## src/verilog/spisfd_map.vh

```
// Field widths, idle levels and reset values of the SPI frame/select/DMA/stall core.
// Included by the core and its pin synchroniser; holds definitions only.
`ifndef SPISFD_MAP_VH
`define SPISFD_MAP_VH

`define SPISFD_DATA_W    16
`define SPISFD_LEN_W     4
`define SPISFD_SEL_W     4
`define SPISFD_DIV_W     16
`define SPISFD_DLY_W     4
`define SPISFD_EDGE_W    5
`define SPISFD_CNT_W     5
`define SPISFD_SEL_IDLE  4'hF
`define SPISFD_SEL_ONE   4'hE
`define SPISFD_DATA_RST  16'h0000
`define SPISFD_DIV_RST   16'h0000
`define SPISFD_PIN_W     7

`endif

```

## src/verilog/spisfd_sync.v

```verilog
// Three-stage pin synchroniser with agreement filter for the SPI core.
// Assumes asynchronous pin levels; output follows once stages two and three agree.
`timescale 1ns/1ps
`default_nettype none
`include "spisfd_map.vh"

module spisfd_sync (
  input  wire                     core_clk,
  input  wire                     arst_n,
  input  wire [`SPISFD_PIN_W-1:0] pin_in,
  output reg  [`SPISFD_PIN_W-1:0] pin_out
);

  reg [`SPISFD_PIN_W-1:0] stage1;
  reg [`SPISFD_PIN_W-1:0] stage2;
  reg [`SPISFD_PIN_W-1:0] stage3;
  integer i;

  always @(posedge core_clk or negedge arst_n) begin
    if (!arst_n) begin
      stage1  <= {`SPISFD_PIN_W{1'b1}};
      stage2  <= {`SPISFD_PIN_W{1'b1}};
      stage3  <= {`SPISFD_PIN_W{1'b1}};
      pin_out <= {`SPISFD_PIN_W{1'b1}};
    end else begin
      stage1 <= pin_in;
      stage2 <= stage1;
      stage3 <= stage2;
      for (i = 0; i < `SPISFD_PIN_W; i = i + 1) begin
        if (stage2[i] == stage3[i]) begin
          pin_out[i] <= stage3[i];
        end
      end
    end
  end

endmodule // spisfd_sync
`default_nettype wire

```

## src/verilog/spisfd_core.v

```verilog
// SPI master/slave core: rate divider, frame delays, four slave selects,
// DMA requests and master data stalls.
// Assumes one clock, single-word transmit and receive buffers written and read by strobes.
`timescale 1ns/1ps
`default_nettype none
`include "spisfd_map.vh"

// Summary of operation
// - Hold selects deasserted for transfer gap, two ticks minimum.
// - Slave shifting follows incoming SCK, no divider.
// - Master SCK comes straight from rate divider.
// - Divider is integer, divide-by-one allowed.
// - Divide value is minus-one encoded.
// - Four selects, per-line polarity, direction by mode.
// - Selects are active low inside; inversion at edge.
// - Slave active when any connected select asserted.
// - Master drives connected selects; at least one asserted transferring.
// - Select field written by control or data word.
// - Slave stores select state with each word.
// - DMA request per direction, acknowledge clears it.
// - Transmit request when enabled and buffer free.
// - Receive request when enabled and word waiting.
// - Frames of one to sixteen bits natively.
// - Modes 0/2 stall before final edge lacking data.
// - Modes 0/2 receive stall one edge earlier.
// - Modes 1/3 stall only against receive overrun.
// - Stalled flag shows a held edge, registered one clock late.
// - Polarity and phase pick the four SPI modes.
// - Master inserts frame delay after end-of-frame word unless it also ends the transfer.
// - Master waits pre-delay and post-delay around data.
module spisfd_core (
  input  wire                      core_clk,
  input  wire                      arst_n,
  input  wire                      mode_master,
  input  wire                      cpol,
  input  wire                      cpha,
  input  wire [`SPISFD_DIV_W-1:0]  rate_divide_value,
  input  wire [`SPISFD_DLY_W-1:0]  pre_delay,
  input  wire [`SPISFD_DLY_W-1:0]  post_delay,
  input  wire [`SPISFD_DLY_W-1:0]  frame_delay,
  input  wire [`SPISFD_DLY_W-1:0]  transfer_delay,
  input  wire [`SPISFD_SEL_W-1:0]  select_invert,
  input  wire [`SPISFD_SEL_W-1:0]  select_connected,
  input  wire                      tx_dma_en,
  input  wire                      rx_dma_en,
  input  wire                      control_reg_wr,
  input  wire [`SPISFD_SEL_W-1:0]  control_reg_select,
  input  wire                      tx_wr,
  input  wire [`SPISFD_DATA_W-1:0] tx_data,
  input  wire [`SPISFD_LEN_W-1:0]  tx_len,
  input  wire                      tx_end_of_frame,
  input  wire                      tx_end_of_transfer_flag,
  input  wire [`SPISFD_SEL_W-1:0]  tx_select,
  input  wire                      rx_rd,
  input  wire                      dma_tx_ack,
  input  wire                      dma_rx_ack,
  input  wire                      sck_in,
  input  wire                      mosi_in,
  input  wire                      miso_in,
  input  wire [`SPISFD_SEL_W-1:0]  ssel_in,
  output reg                       tx_ready,
  output reg                       rx_ready,
  output reg  [`SPISFD_DATA_W-1:0] receive_data_reg,
  output reg  [`SPISFD_SEL_W-1:0]  captured_select_state,
  output reg                       stalled,
  output reg                       dma_tx_req,
  output reg                       dma_rx_req,
  output reg                       sck_out,
  output reg                       sck_oe,
  output reg                       mosi_out,
  output reg                       mosi_oe,
  output reg                       miso_out,
  output reg                       miso_oe,
  output reg  [`SPISFD_SEL_W-1:0]  ssel_out,
  output reg  [`SPISFD_SEL_W-1:0]  ssel_oe
);

  localparam [6:0] ST_IDLE  = 7'h01;
  localparam [6:0] ST_PRE   = 7'h02;
  localparam [6:0] ST_XFER  = 7'h04;
  localparam [6:0] ST_POST  = 7'h08;
  localparam [6:0] ST_FRAME = 7'h10;
  localparam [6:0] ST_GAP   = 7'h20;
  localparam [6:0] ST_WAIT  = 7'h40;

  reg  [6:0]                state;
  reg  [`SPISFD_DIV_W-1:0]  div_cnt;
  reg  [`SPISFD_CNT_W-1:0]  dly_cnt;
  reg  [`SPISFD_EDGE_W-1:0] edge_idx;
  reg                       tx_full;
  reg  [`SPISFD_DATA_W-1:0] tx_buf;
  reg  [`SPISFD_LEN_W-1:0]  tx_len_buf;
  reg                       tx_eof_buf;
  reg                       tx_eot_buf;
  reg  [`SPISFD_SEL_W-1:0]  tx_sel_buf;
  reg  [`SPISFD_DATA_W-1:0] tx_shift;
  reg  [`SPISFD_DATA_W-1:0] rx_shift;
  reg  [`SPISFD_LEN_W-1:0]  cur_len;
  reg                       cur_eof;
  reg                       cur_eot;
  reg  [`SPISFD_SEL_W-1:0]  master_select_field;
  reg                       rx_full;
  reg                       sck_prev;
  reg                       slave_active_d;
  reg  [`SPISFD_LEN_W-1:0]  slave_cnt;

  wire [`SPISFD_PIN_W-1:0]  pins_sync;
  wire                      sck_s  = pins_sync[0];
  wire                      mosi_s = pins_sync[1];
  wire                      miso_s = pins_sync[2];
  wire [`SPISFD_SEL_W-1:0]  ssel_internal = pins_sync[6:3] ^ select_invert;
  wire slave_active = ~mode_master & (|(~ssel_internal & select_connected));

  // Places the word's MSB at bit 15 so the serial output is always bit 15.
  function [`SPISFD_DATA_W-1:0] align_word;
    input [`SPISFD_DATA_W-1:0] data;
    input [`SPISFD_LEN_W-1:0]  len;
    begin
      align_word = data << (4'hF - len);
    end
  endfunction

  spisfd_sync u_sync (
    .core_clk (core_clk),
    .arst_n   (arst_n),
    .pin_in   ({ssel_in, miso_in, mosi_in, sck_in}),
    .pin_out  (pins_sync)
  );

  wire tick       = (div_cnt == rate_divide_value);
  wire last_edge  = (edge_idx == {cur_len, 1'b1});
  wire rxs_edge   = cpha ? last_edge : (edge_idx == {cur_len, 1'b0});
  wire leading    = ~edge_idx[0];
  wire tx_stall   = ~cpha & last_edge & ~cur_eot & ~cur_eof & ~tx_full;
  wire rx_stall   = rxs_edge & rx_full;
  wire stall_cond = (state == ST_XFER) & (tx_stall | rx_stall);
  wire m_sample   = leading ^ cpha;
  wire [`SPISFD_DATA_W-1:0] m_rx_next = m_sample ? {rx_shift[14:0], miso_s} : rx_shift;
  wire [`SPISFD_DATA_W-1:0] tx_aligned = align_word(tx_buf, tx_len_buf);
  wire s_change   = (sck_s != sck_prev);
  wire s_lead     = s_change & (sck_s != cpol);
  wire s_trail    = s_change & (sck_s == cpol);
  wire s_sample   = cpha ? s_trail : s_lead;
  wire s_drive    = cpha ? s_lead : s_trail;
  wire s_store    = slave_active & s_sample & (slave_cnt == tx_len_buf);
  wire m_store    = (state == ST_XFER) & tick & ~stall_cond & last_edge;
  wire load_now   = (state == ST_PRE) & tick & (dly_cnt == {1'b0, pre_delay});
  wire m_next_go  = tx_full & ((m_store & ~cur_eot & ~cur_eof) | (state == ST_WAIT));
  wire frame_done = (state == ST_FRAME) & tick & (dly_cnt == {1'b0, frame_delay});
  wire m_load     = load_now | m_next_go | (frame_done & tx_full);
  wire s_load     = (slave_active & ~slave_active_d) | s_store;
  wire tx_take    = m_load | (s_load & tx_full);
  wire next_tx_full = tx_wr | (tx_full & ~tx_take);
  wire next_rx_full = m_store | s_store | (rx_full & ~rx_rd);
  wire [`SPISFD_SEL_W-1:0] sel_load = (tx_sel_buf == `SPISFD_SEL_IDLE) ?
                                      `SPISFD_SEL_ONE : tx_sel_buf;

  // Transmit and receive buffers; a new word wins over a same-cycle take or read.
  always @(posedge core_clk or negedge arst_n) begin
    if (!arst_n) begin
      tx_full               <= 1'b0;
      tx_buf                <= `SPISFD_DATA_RST;
      tx_len_buf            <= {`SPISFD_LEN_W{1'b0}};
      tx_eof_buf            <= 1'b0;
      tx_eot_buf            <= 1'b0;
      tx_sel_buf            <= `SPISFD_SEL_IDLE;
      rx_full               <= 1'b0;
      receive_data_reg      <= `SPISFD_DATA_RST;
      captured_select_state <= `SPISFD_SEL_IDLE;
      tx_ready              <= 1'b0;
      rx_ready              <= 1'b0;
      dma_tx_req            <= 1'b0;
      dma_rx_req            <= 1'b0;
    end else begin
      tx_full  <= next_tx_full;
      rx_full  <= next_rx_full;
      tx_ready <= ~next_tx_full;
      rx_ready <= next_rx_full;
      if (tx_wr) begin
        tx_buf     <= tx_data;
        tx_len_buf <= tx_len;
        tx_eof_buf <= tx_end_of_frame;
        tx_eot_buf <= tx_end_of_transfer_flag;
        tx_sel_buf <= tx_select;
      end
      if (m_store) begin
        receive_data_reg      <= m_rx_next;
        captured_select_state <= master_select_field;
      end else if (s_store) begin
        receive_data_reg      <= {rx_shift[14:0], mosi_s};
        captured_select_state <= ssel_internal;
      end
      dma_tx_req <= ~dma_tx_ack & tx_dma_en & ~next_tx_full;
      dma_rx_req <= ~dma_rx_ack & rx_dma_en & next_rx_full;
    end
  end

  // Master sequencer, shared shift registers and slave bit engine.
  always @(posedge core_clk or negedge arst_n) begin
    if (!arst_n) begin
      state               <= ST_IDLE;
      div_cnt             <= `SPISFD_DIV_RST;
      dly_cnt             <= {`SPISFD_CNT_W{1'b0}};
      edge_idx            <= {`SPISFD_EDGE_W{1'b0}};
      tx_shift            <= `SPISFD_DATA_RST;
      rx_shift            <= `SPISFD_DATA_RST;
      cur_len             <= {`SPISFD_LEN_W{1'b0}};
      cur_eof             <= 1'b0;
      cur_eot             <= 1'b0;
      master_select_field <= `SPISFD_SEL_IDLE;
      stalled             <= 1'b0;
      sck_out             <= 1'b0;
      mosi_out            <= 1'b0;
      miso_out            <= 1'b0;
      sck_prev            <= 1'b1;
      slave_active_d      <= 1'b0;
      slave_cnt           <= {`SPISFD_LEN_W{1'b0}};
    end else begin
      sck_prev       <= sck_s;
      slave_active_d <= slave_active;
      stalled        <= stall_cond & tick;
      if (control_reg_wr) begin
        master_select_field <= control_reg_select;
      end
      if (!mode_master) begin
        state    <= ST_IDLE;
        div_cnt  <= `SPISFD_DIV_RST;
        edge_idx <= {`SPISFD_EDGE_W{1'b0}};
        sck_out  <= cpol;
        // Slave engine runs on select assertion and on edges of the incoming clock.
        if (!slave_active) begin
          slave_cnt <= {`SPISFD_LEN_W{1'b0}};
        end else if (s_load) begin
          if (!slave_active_d) begin
            rx_shift <= `SPISFD_DATA_RST;
            if (!cpha) begin
              miso_out <= tx_aligned[15];
              tx_shift <= tx_full ? (tx_aligned << 1) : `SPISFD_DATA_RST;
            end else begin
              tx_shift <= tx_full ? tx_aligned : `SPISFD_DATA_RST;
            end
          end else begin
            // A word boundary: store happened, next word starts.
            rx_shift  <= `SPISFD_DATA_RST;
            slave_cnt <= {`SPISFD_LEN_W{1'b0}};
            tx_shift  <= tx_full ? tx_aligned : `SPISFD_DATA_RST;
          end
        end else begin
          if (s_sample) begin
            rx_shift  <= {rx_shift[14:0], mosi_s};
            slave_cnt <= slave_cnt + 4'h1;
          end
          if (s_drive) begin
            miso_out <= tx_shift[15];
            tx_shift <= {tx_shift[14:0], 1'b0};
          end
        end
      end else begin
        // A stalled tick holds the divider at its end count until the stall clears.
        if (state == ST_IDLE || state == ST_WAIT || (tick && !stall_cond)) begin
          div_cnt <= `SPISFD_DIV_RST;
        end else if (!tick) begin
          div_cnt <= div_cnt + 16'h0001;
        end
        case (state)
          ST_IDLE: begin
            sck_out <= cpol;
            dly_cnt <= {`SPISFD_CNT_W{1'b0}};
            if (tx_full) begin
              state <= ST_PRE;
              master_select_field <= sel_load;
            end
          end
          ST_PRE: begin
            if (tick) begin
              dly_cnt <= dly_cnt + 5'h01;
            end
            if (load_now) begin
              state <= ST_XFER;
            end
          end
          ST_XFER: begin
            if (tick && !stall_cond) begin
              // Held edge completes here once the stall condition clears.
              sck_out  <= ~sck_out;
              edge_idx <= edge_idx + 5'h01;
              if (m_sample) begin
                rx_shift <= m_rx_next;
              end
              if ((cpha && leading) || (!cpha && !leading && !last_edge)) begin
                mosi_out <= tx_shift[15];
                tx_shift <= {tx_shift[14:0], 1'b0};
              end
              if (last_edge) begin
                dly_cnt <= {`SPISFD_CNT_W{1'b0}};
                if (cur_eot) begin
                  state <= ST_POST;
                end else if (cur_eof) begin
                  state <= ST_FRAME;
                end else if (!tx_full) begin
                  state <= ST_WAIT;
                end
              end
            end
          end
          ST_WAIT: begin
            if (tx_full) begin
              state <= ST_XFER;
            end
          end
          ST_FRAME: begin
            if (tick) begin
              dly_cnt <= dly_cnt + 5'h01;
            end
            if (frame_done) begin
              state <= tx_full ? ST_XFER : ST_WAIT;
            end
          end
          ST_POST: begin
            if (tick) begin
              dly_cnt <= dly_cnt + 5'h01;
              if (dly_cnt == {1'b0, post_delay}) begin
                dly_cnt <= {`SPISFD_CNT_W{1'b0}};
                state   <= ST_GAP;
              end
            end
          end
          ST_GAP: begin
            if (tick) begin
              dly_cnt <= dly_cnt + 5'h01;
              if (dly_cnt == {transfer_delay, 1'b1}) begin
                state <= ST_IDLE;
              end
            end
          end
          default: begin
            state <= ST_IDLE;
          end
        endcase
        // Loading comes last so a new word restarts its edge count.
        if (m_load) begin
          cur_len  <= tx_len_buf;
          cur_eof  <= tx_eof_buf;
          cur_eot  <= tx_eot_buf;
          edge_idx <= {`SPISFD_EDGE_W{1'b0}};
          rx_shift <= `SPISFD_DATA_RST;
          master_select_field <= sel_load;
          if (!cpha) begin
            mosi_out <= tx_aligned[15];
            tx_shift <= tx_aligned << 1;
          end else begin
            tx_shift <= tx_aligned;
          end
        end
      end
    end
  end

  // Pin drivers; select polarity is applied only here on the way out.
  always @(posedge core_clk or negedge arst_n) begin
    if (!arst_n) begin
      ssel_out <= `SPISFD_SEL_IDLE;
      ssel_oe  <= {`SPISFD_SEL_W{1'b0}};
      sck_oe   <= 1'b0;
      mosi_oe  <= 1'b0;
      miso_oe  <= 1'b0;
    end else begin
      if (state == ST_IDLE || state == ST_GAP) begin
        ssel_out <= `SPISFD_SEL_IDLE ^ select_invert;
      end else begin
        ssel_out <= master_select_field ^ select_invert;
      end
      ssel_oe <= {`SPISFD_SEL_W{mode_master}} & select_connected;
      sck_oe  <= mode_master;
      mosi_oe <= mode_master;
      miso_oe <= slave_active;
    end
  end

endmodule // spisfd_core
`default_nettype wire

```

## config.mk

```make
export PLATFORM = sky130hd
export DESIGN_NAME = spisfd_core
export DESIGN_NICKNAME = d
export VERILOG_FILES = /design/src/verilog/spisfd_sync.v /design/src/verilog/spisfd_core.v
export VERILOG_INCLUDE_DIRS = /design/src /design/src/verilog
export SDC_FILE = /design/constraint.sdc
export NUM_CORES = 1
export LEC_CHECK = 0
export CAP_MARGIN = 20
export CORE_MARGIN = 2
export CORE_UTILIZATION = 50
export DETAILED_ROUTE_END_ITERATION = 8
export DONT_BUFFER_PORTS = 1
export SLEW_MARGIN = 10
export SYNTH_ARGS = -nofsm -noshare
export SYNTH_HDL_FRONTEND = slang
export SYNTH_SLANG_ARGS = --single-unit
export TNS_END_PERCENT = 10
```

## constraint.sdc

```tcl
create_clock -name core_clk -period 3.3 [get_ports core_clk]
set_clock_uncertainty 0.15 [all_clocks]
set_input_delay 0.495 -clock core_clk [delete_from_list [all_inputs] [get_ports core_clk]]
set_output_delay 0.495 -clock core_clk [all_outputs]
set_load 0.05 [all_outputs]
```

==> results of run 1 <==
==> cells by family after synthesis <==
group	after synthesis	synth area share (%)
AND/OR/NAND/NOR	300	15.8
AO/OA/AOI/OAI	232	16.6
flip-flops	173	46.2
multiplexers	85	11.3
buffers and inverters	70	3.18
XOR/XNOR	59	5.44
adder cells (fa/ha/maj)	13	1.53
==> worst register-to-register path: cells and delay by family (launching register included) <==
family / cells / cell delay (ns)
compound gates: 3 / 0.81
simple gates: 4 / 1.23
flops: 1 / 0.56
buf+inv: 1 / 0.20
==> cell type report <==
| cell class | instances | area, µm² |
|---|---|---|
| flip-flops and latches | 173 | 4390 |
| clock inverters | 13 | 155 |
| well taps | 234 | 293 |
| repair buffers | 49 | 403 |
| fillers | 1635 | 8070 |
| multi-input cells | 689 | 4810 |
| inverters | 13 | 48.8 |
| clock buffers | 19 | 475 |
==> stage by stage <==
step / setup slack (ns) / instances / utilization (%) / area [µm²]
final: 0.253 / 1190 / 56.7 / 10600
after global routing: 0.111 / 1190 / 56.7 / 10600
after CTS: 0.277 / 1190 / 56.7 / 10600
after detailed placement: 0.282 / 1144 / 52.6 / 9800
after global placement: 0.361 / 1144 / 52.6 / 9800
after floorplan: 0.455 / 932 / - / 9500
==> cell usage in the layout (no fill, tap or decap), types with 5 or more instances in the layout <==
cell and n:
a21oi_1 42, a22o_1 9, a22o_2 10, a31oi_1 12, a41oi_1 8, and2_1 13, and3_1 15, buf_4 35
clkbuf_16 19, dfrtp_1 127, dfstp_2 46, dlygate4sd3_1 14, ha_1 6, inv_1 11, maj3_1 7, mux2_2 44
mux2i_1 28, mux4_2 13, nand2_1 95, nand2b_1 6, nand3_1 27, nand4_1 10, nor2_1 77, nor2b_1 5
nor3_1 7, nor4_1 7, o211ai_1 9, o21ai_0 75, o22ai_1 19, xnor2_1 20, xor2_1 39
==> worst min path at each step <==
stage	from	end	slack, ns	depth (start not counted)
2_1_floorplan	arst_n	cur_eof$_DFFE_PN0P_	0.05	0
3_3_place_gp	arst_n	div_cnt[9]$_DFFE_PN0P_	0.05	0
3_5_place_dp	arst_n	div_cnt[10]$_DFFE_PN0P_	0.05	0
4_1_cts	arst_n	div_cnt[10]$_DFFE_PN0P_	-0.42	0
5_1_grt	arst_n	div_cnt[10]$_DFFE_PN0P_	-0.42	0
6_report	arst_n	div_cnt[10]$_DFFE_PN0P_	-0.41	0
==> routing by layer <==
layer / GRT usage [%] / wire (µm)
met1: 32.2 / 10500
met2: 42.6 / 11900
met3: 4.62 / 1200
met4: 7.21 / 308
met5: 0 / 0
==> power by group through the flow <==
| stage | Sequential, mW | Clock (mW) | Combinational (mW) |
|---|---|---|---|
| finish | 3.48 | 2.11 | 1.59 |
| CTS | 3.48 | 2.16 | 1.58 |
| detailed placement | 3.52 | 0 | 1.56 |
| floorplan | 3.35 | 0 | 1.24 |
| global route | 3.54 | 2.25 | 1.76 |
| global placement | 3.50 | 0 | 1.53 |
==> metrics, run 1 <==
Fin. Hold Viols 173; leakage 4.50 nW; sequential share of power 48.5%; count leader, synth dfrtp_1; post-route ant nets 0; deepest clock path buffer count 2; type of the most critical hold path input port to asynchronous set/reset pin; Fin Hold WS -0.409 ns; maximum vdd drop 375 µV; drt pass-1 iters 5; CTS H-Tree Depth 4; Hold Buf Count CTS 14; layout cells sized above 1 21.8%; Area Overhead vs Synth 11.4%; delay-heaviest family, CP simple AND/OR/NAND/NOR gates; Clock power frac 29.4%; Ports 128; CTS tree built; initial antenna violation count 0; Critical Path Source state[1]$_DFFE_PN0P_; die area 20100 µm²; top_reg_cell synth dfrtp_1; GRT Residual Overflow 0; Critical path buffers and inverters 1; # clock sinks 173; top cell type by total area after synthesis dfrtp_1; post-cts resize count 0; final wirelength 24.0 mm; CTS buffer count 17; core area 18600 µm²; Synth top cells by count dfrtp_1, nand2_1, nor2_1, o21ai_0, dfstp_2; post-synthesis cell type count 86; Req. time, crit path 3.47 ns; first-pass GRT wire length 39.2 mm; Syn Std Cell Area 9500 µm²; synth top area cells dfrtp_1, dfstp_2, mux2_2; worst-path fanout max 15; WL/cell 20.2 µm; Fin Setup TNS 0 ns; Total GRT Usage 24.8%; failing checks hold timing; Internal Pwr Total 4.44 mW; PwrDens 678 nW/µm²; MaxCap Viol Count 0; vias in the first global route 7440; largest net degree at the start of global routing 174; Startpoint Class flop; EDFF count, synth 0; R2R setup slack 0.25 ns; initial core utilization 50.9%; total power 7.17 mW; switching pwr 2.74 mW; worst skew pair latency 0.44 ns; fraction of registers with async set/reset 100%; # nets final 1038; switching fraction of total power 38.1%; FF-to-FF path depth 8; Max Transition Viols Final 0; Detail Placement HPWL 17.1 mm; clk root buf clkbuf_16; routability cong. 0.905; Syn Area/Cell 10.2 µm²; # rows 50; synth warn 0; number of DRC violations after detailed-routing iteration 0 430; Max stage delay on crit path 0.56 ns; combinational share of power 22.1%; via count 7252; Net Count, Synth 1027; crit path capture rx_shift[6]$_DFFE_PN0P_; post-CTS setup buffers 0; I/O Buffers 0; fmax 328 MHz; Crit. path cell count 8; Worst-path clk slew 0.08 ns; share of the synthesized area in the top cell type 33.5%; CP endpoint kind flop; CP Cell Sequence or3b_2 > nor2_2 > and4b_2 > o31a_1 > nor3_2 > a211o_1 > buf_4 > a22o_2; fin crit share 92.3%; Die Y 142 µm; crit path time final 3.05 ns; critical path arrival 3.22 ns; Worst Tran Pin Value 0.867 ns; RSZ-0062 raised after global routing false; Slowest cell on crit path dfrtp_1; Post-Syn Instances 932; final setup fails 0; r2r endpoint rx_shift[6]$_DFFE_PN0P_; antenna fix cells 0; Via density 6.09; post-synthesis sequential area ratio 46.2%; die width 142 µm; DRC 0; status finished, violations left; synthesis-stage register bit count 173; slew margin rel. 42.2%; worst r2r src state[1]$_DFFE_PN0P_; Worst Path Class, Setup flop to flop
Note: power is estimated with default switching activity, not from simulation.
==> inputs of run 2 (changes only) <==
--- a/config.mk
+++ b/config.mk
@@ -7,7 +7,6 @@
 export NUM_CORES = 1
 export LEC_CHECK = 0
 export CAP_MARGIN = 20
-export CORE_MARGIN = 2
 export CORE_UTILIZATION = 50
 export DETAILED_ROUTE_END_ITERATION = 8
 export DONT_BUFFER_PORTS = 1
==> run 2 against run 1 <==
  * Global-route usage increased by 0.24 points
  * Critical path type unchanged
  * Routed wire length is 1.7% lower
  * Highest routed layer unchanged
  * Sequential share of layout area up 0.073 points
  * Setup slack got worse by 0.017 ns
  * The run still ends with hold timing left
  * Register-to-register slack worse by 0.02 ns
==> metrics, run 2 (same netlist as run 1, synthesis figures left out) <==
status finished, violations left; failing checks hold timing; count of non-filler cells in the finished layout 1191 (+0.084%); clk root buf clkbuf_16; type of the most critical hold path input port to asynchronous set/reset pin; most frequent cells in the layout dfrtp_1, nand2_1, nor2_1, o21ai_0, dfstp_2; I/O Buffers 0 (unchanged); initial core utilization 50.9% (unchanged); initial antenna violation count 0 (unchanged); first-pass GRT wire length 38.5 mm (-1.8%); PwrDens 672 nW/µm² (-0.89%); Die Y 140 µm (-1.4%); final wirelength 23.6 mm (-1.7%); die width 140 µm (-1.4%); Via density 6.12 (+0.48%); die area 19500 µm² (-2.8%); post-CTS setup buffers 0 (unchanged); switching fraction of total power 38.7% (+0.54 points); DRC 0 (unchanged); CTS H-Tree Depth 4 (unchanged); CTS buffer count 17 (unchanged); crit path time final 3.06 ns (+0.0172 ns); largest net degree at the start of global routing 174 (unchanged); vias in the first global route 7230 (-2.8%); Total GRT Usage 25.0% (+0.24 points); number of DRC violations after detailed-routing iteration 0 368 (-14%); # nets final 1039 (+0.096%); Hold Buf Count CTS 14 (unchanged); leakage 4.49 nW (-0.14%); number of fill cells 1644 (+0.55%); WL/cell 19.8 µm (-1.8%); worst-path fanout max 8 (-7); Worst Path Class, Setup flop to flop; delay-heaviest family, CP simple AND/OR/NAND/NOR gates; GRT Residual Overflow 0 (unchanged); MaxCap Viol Count 0 (unchanged); CP endpoint kind flop; Slowest cell on crit path or4b_4; Worst Tran Pin Value 0.863 ns (-0.00429 ns); switching pwr 2.75 mW (+0.33%); commonest non-fill, non-tap cell in the layout dfrtp_1; layout cells sized above 1 21.8% (+0.082 points); Worst-path clk slew 0.08 ns (about the same); Critical path buffers and inverters 0 (-1); # clock sinks 173 (unchanged); placed insts 1145 (+0.087%); drt pass-1 iters 5 (unchanged); routability cong. 0.888 (-1.9%); fmax 326 MHz (-0.56%); critical path arrival 3.23 ns (about the same); Internal Pwr Total 4.35 mW (-1.9%); total power 7.10 mW (-1.1%); Detail Placement HPWL 16.9 mm (-0.91%); Ports 128 (unchanged); combinational share of power 22.2% (about the same); fin crit share 92.8% (+0.52 points); post-cts resize count 0 (unchanged); Clock power frac 28.9% (-0.5 points); CP Cell Sequence or4b_4 > a31oi_4 > and4b_4 > o311ai_4 > nand2_1 > a221o_1 > mux2_2; CTS tree built; RSZ-0062 raised after global routing false; deepest clock path buffer count 2 (unchanged); slew margin rel. 42.5% (+0.29 points); Max Transition Viols Final 0 (unchanged); maximum vdd drop 371 µV (-1.0%); Req. time, crit path 3.46 ns (about the same); Startpoint Class flop; worst skew pair latency 0.43 ns (about the same); via count 7293 (+0.57%); core area 18600 µm² (unchanged); Fin Hold WS -0.404 ns (+0.00503 ns); antenna fix cells 0 (unchanged); # rows 50 (unchanged); post-route ant nets 0 (unchanged); Fin. Hold Viols 173 (unchanged); sequential share of power 48.9% (+0.4 points); Area Overhead vs Synth 11.2%; final setup fails 0 (unchanged); Max stage delay on crit path 0.56 ns (about the same); Fin Setup TNS 0 ns (unchanged)
==> run 2: changes by cell type in the layout (fill, tap and decap cells not counted), moves of 2 or more <==
cell	change
inv_6	-2
inv_8	+2
inv_12	+2
clkinv_4	+2
clkbuf_16	-2
clkinv_8	-2
==> run 2: through the flow <==
step	instance area, µm²	setup WS [ns]	util [%]
after floorplan	9500	0.455	-
final	10600	0.236	56.6
after detailed placement	9810	0.246	52.6
after global placement	9810	0.322	52.6
after CTS	10600	0.241	56.6
after global routing	10600	0.106	56.6
==> run 2: final cells by class <==
| type | count | area (µm²) | area share [%] |
|---|---|---|---|
| Tap cell | 234 | 293 | 2.77 |
| Timing Repair Buffer | 50 | 410 | 3.89 |
| Sequential cell | 173 | 4390 | 41.6 |
| Clock inverter | 15 | 179 | 1.69 |
| Multi-Input combinational cell | 689 | 4810 | 45.6 |
| Clock buffer | 17 | 425 | 4.03 |
| Inverter | 13 | 48.8 | 0.462 |
==> run 2: metal layers <==
metal / wire length (µm) / share of wire (%) / vias to the layer above / track usage, %
met5: 0 / 0 / - / 0
met4: 365 / 1.5 / 0 / 7.00
met3: 1040 / 4.4 / 29 / 4.68
met2: 11600 / 49 / 212 / 42.1
met1: 10600 / 45 / 3624 / 33.1
li1: - / - / 3428 / -
==> run 2: path summary, 6_finish.rpt <==
kind | from | endpoint | slack [ns] | cells after the start
setup / recovery | cur_eot$_DFFE_PN0P_ | tx_shift[14]$_DFFE_PN0P_ | 0.24 | 7
hold / removal | arst_n | div_cnt[10]$_DFFE_PN0P_ | -0.40 | 0
setup reg to reg | cur_eot$_DFFE_PN0P_ | tx_shift[14]$_DFFE_PN0P_ | 0.24 | 7
hold reg to reg | u_sync.stage1[4]$_DFF_PN1_ | u_sync.stage2[4]$_DFF_PN1_ | 0.21 | 0
max in group asynchronous | arst_n | u_sync.stage2[2]$_DFF_PN1_ | 3.10 | 0
min in group core_clk | tx_wr | tx_len_buf[3]$_DFFE_PN0P_ | 0.01 | 1
==> run 2: power by group through the flow <==
stage                     logic, mW  clock network, mW  registers, mW
after floorplan                1.24                  0           3.35
after global placement         1.52                  0           3.49
after detailed placement       1.55                  0           3.50
after CTS                      1.57               2.10           3.47
after global routing           1.75               2.18           3.52
final                          1.58               2.05           3.47
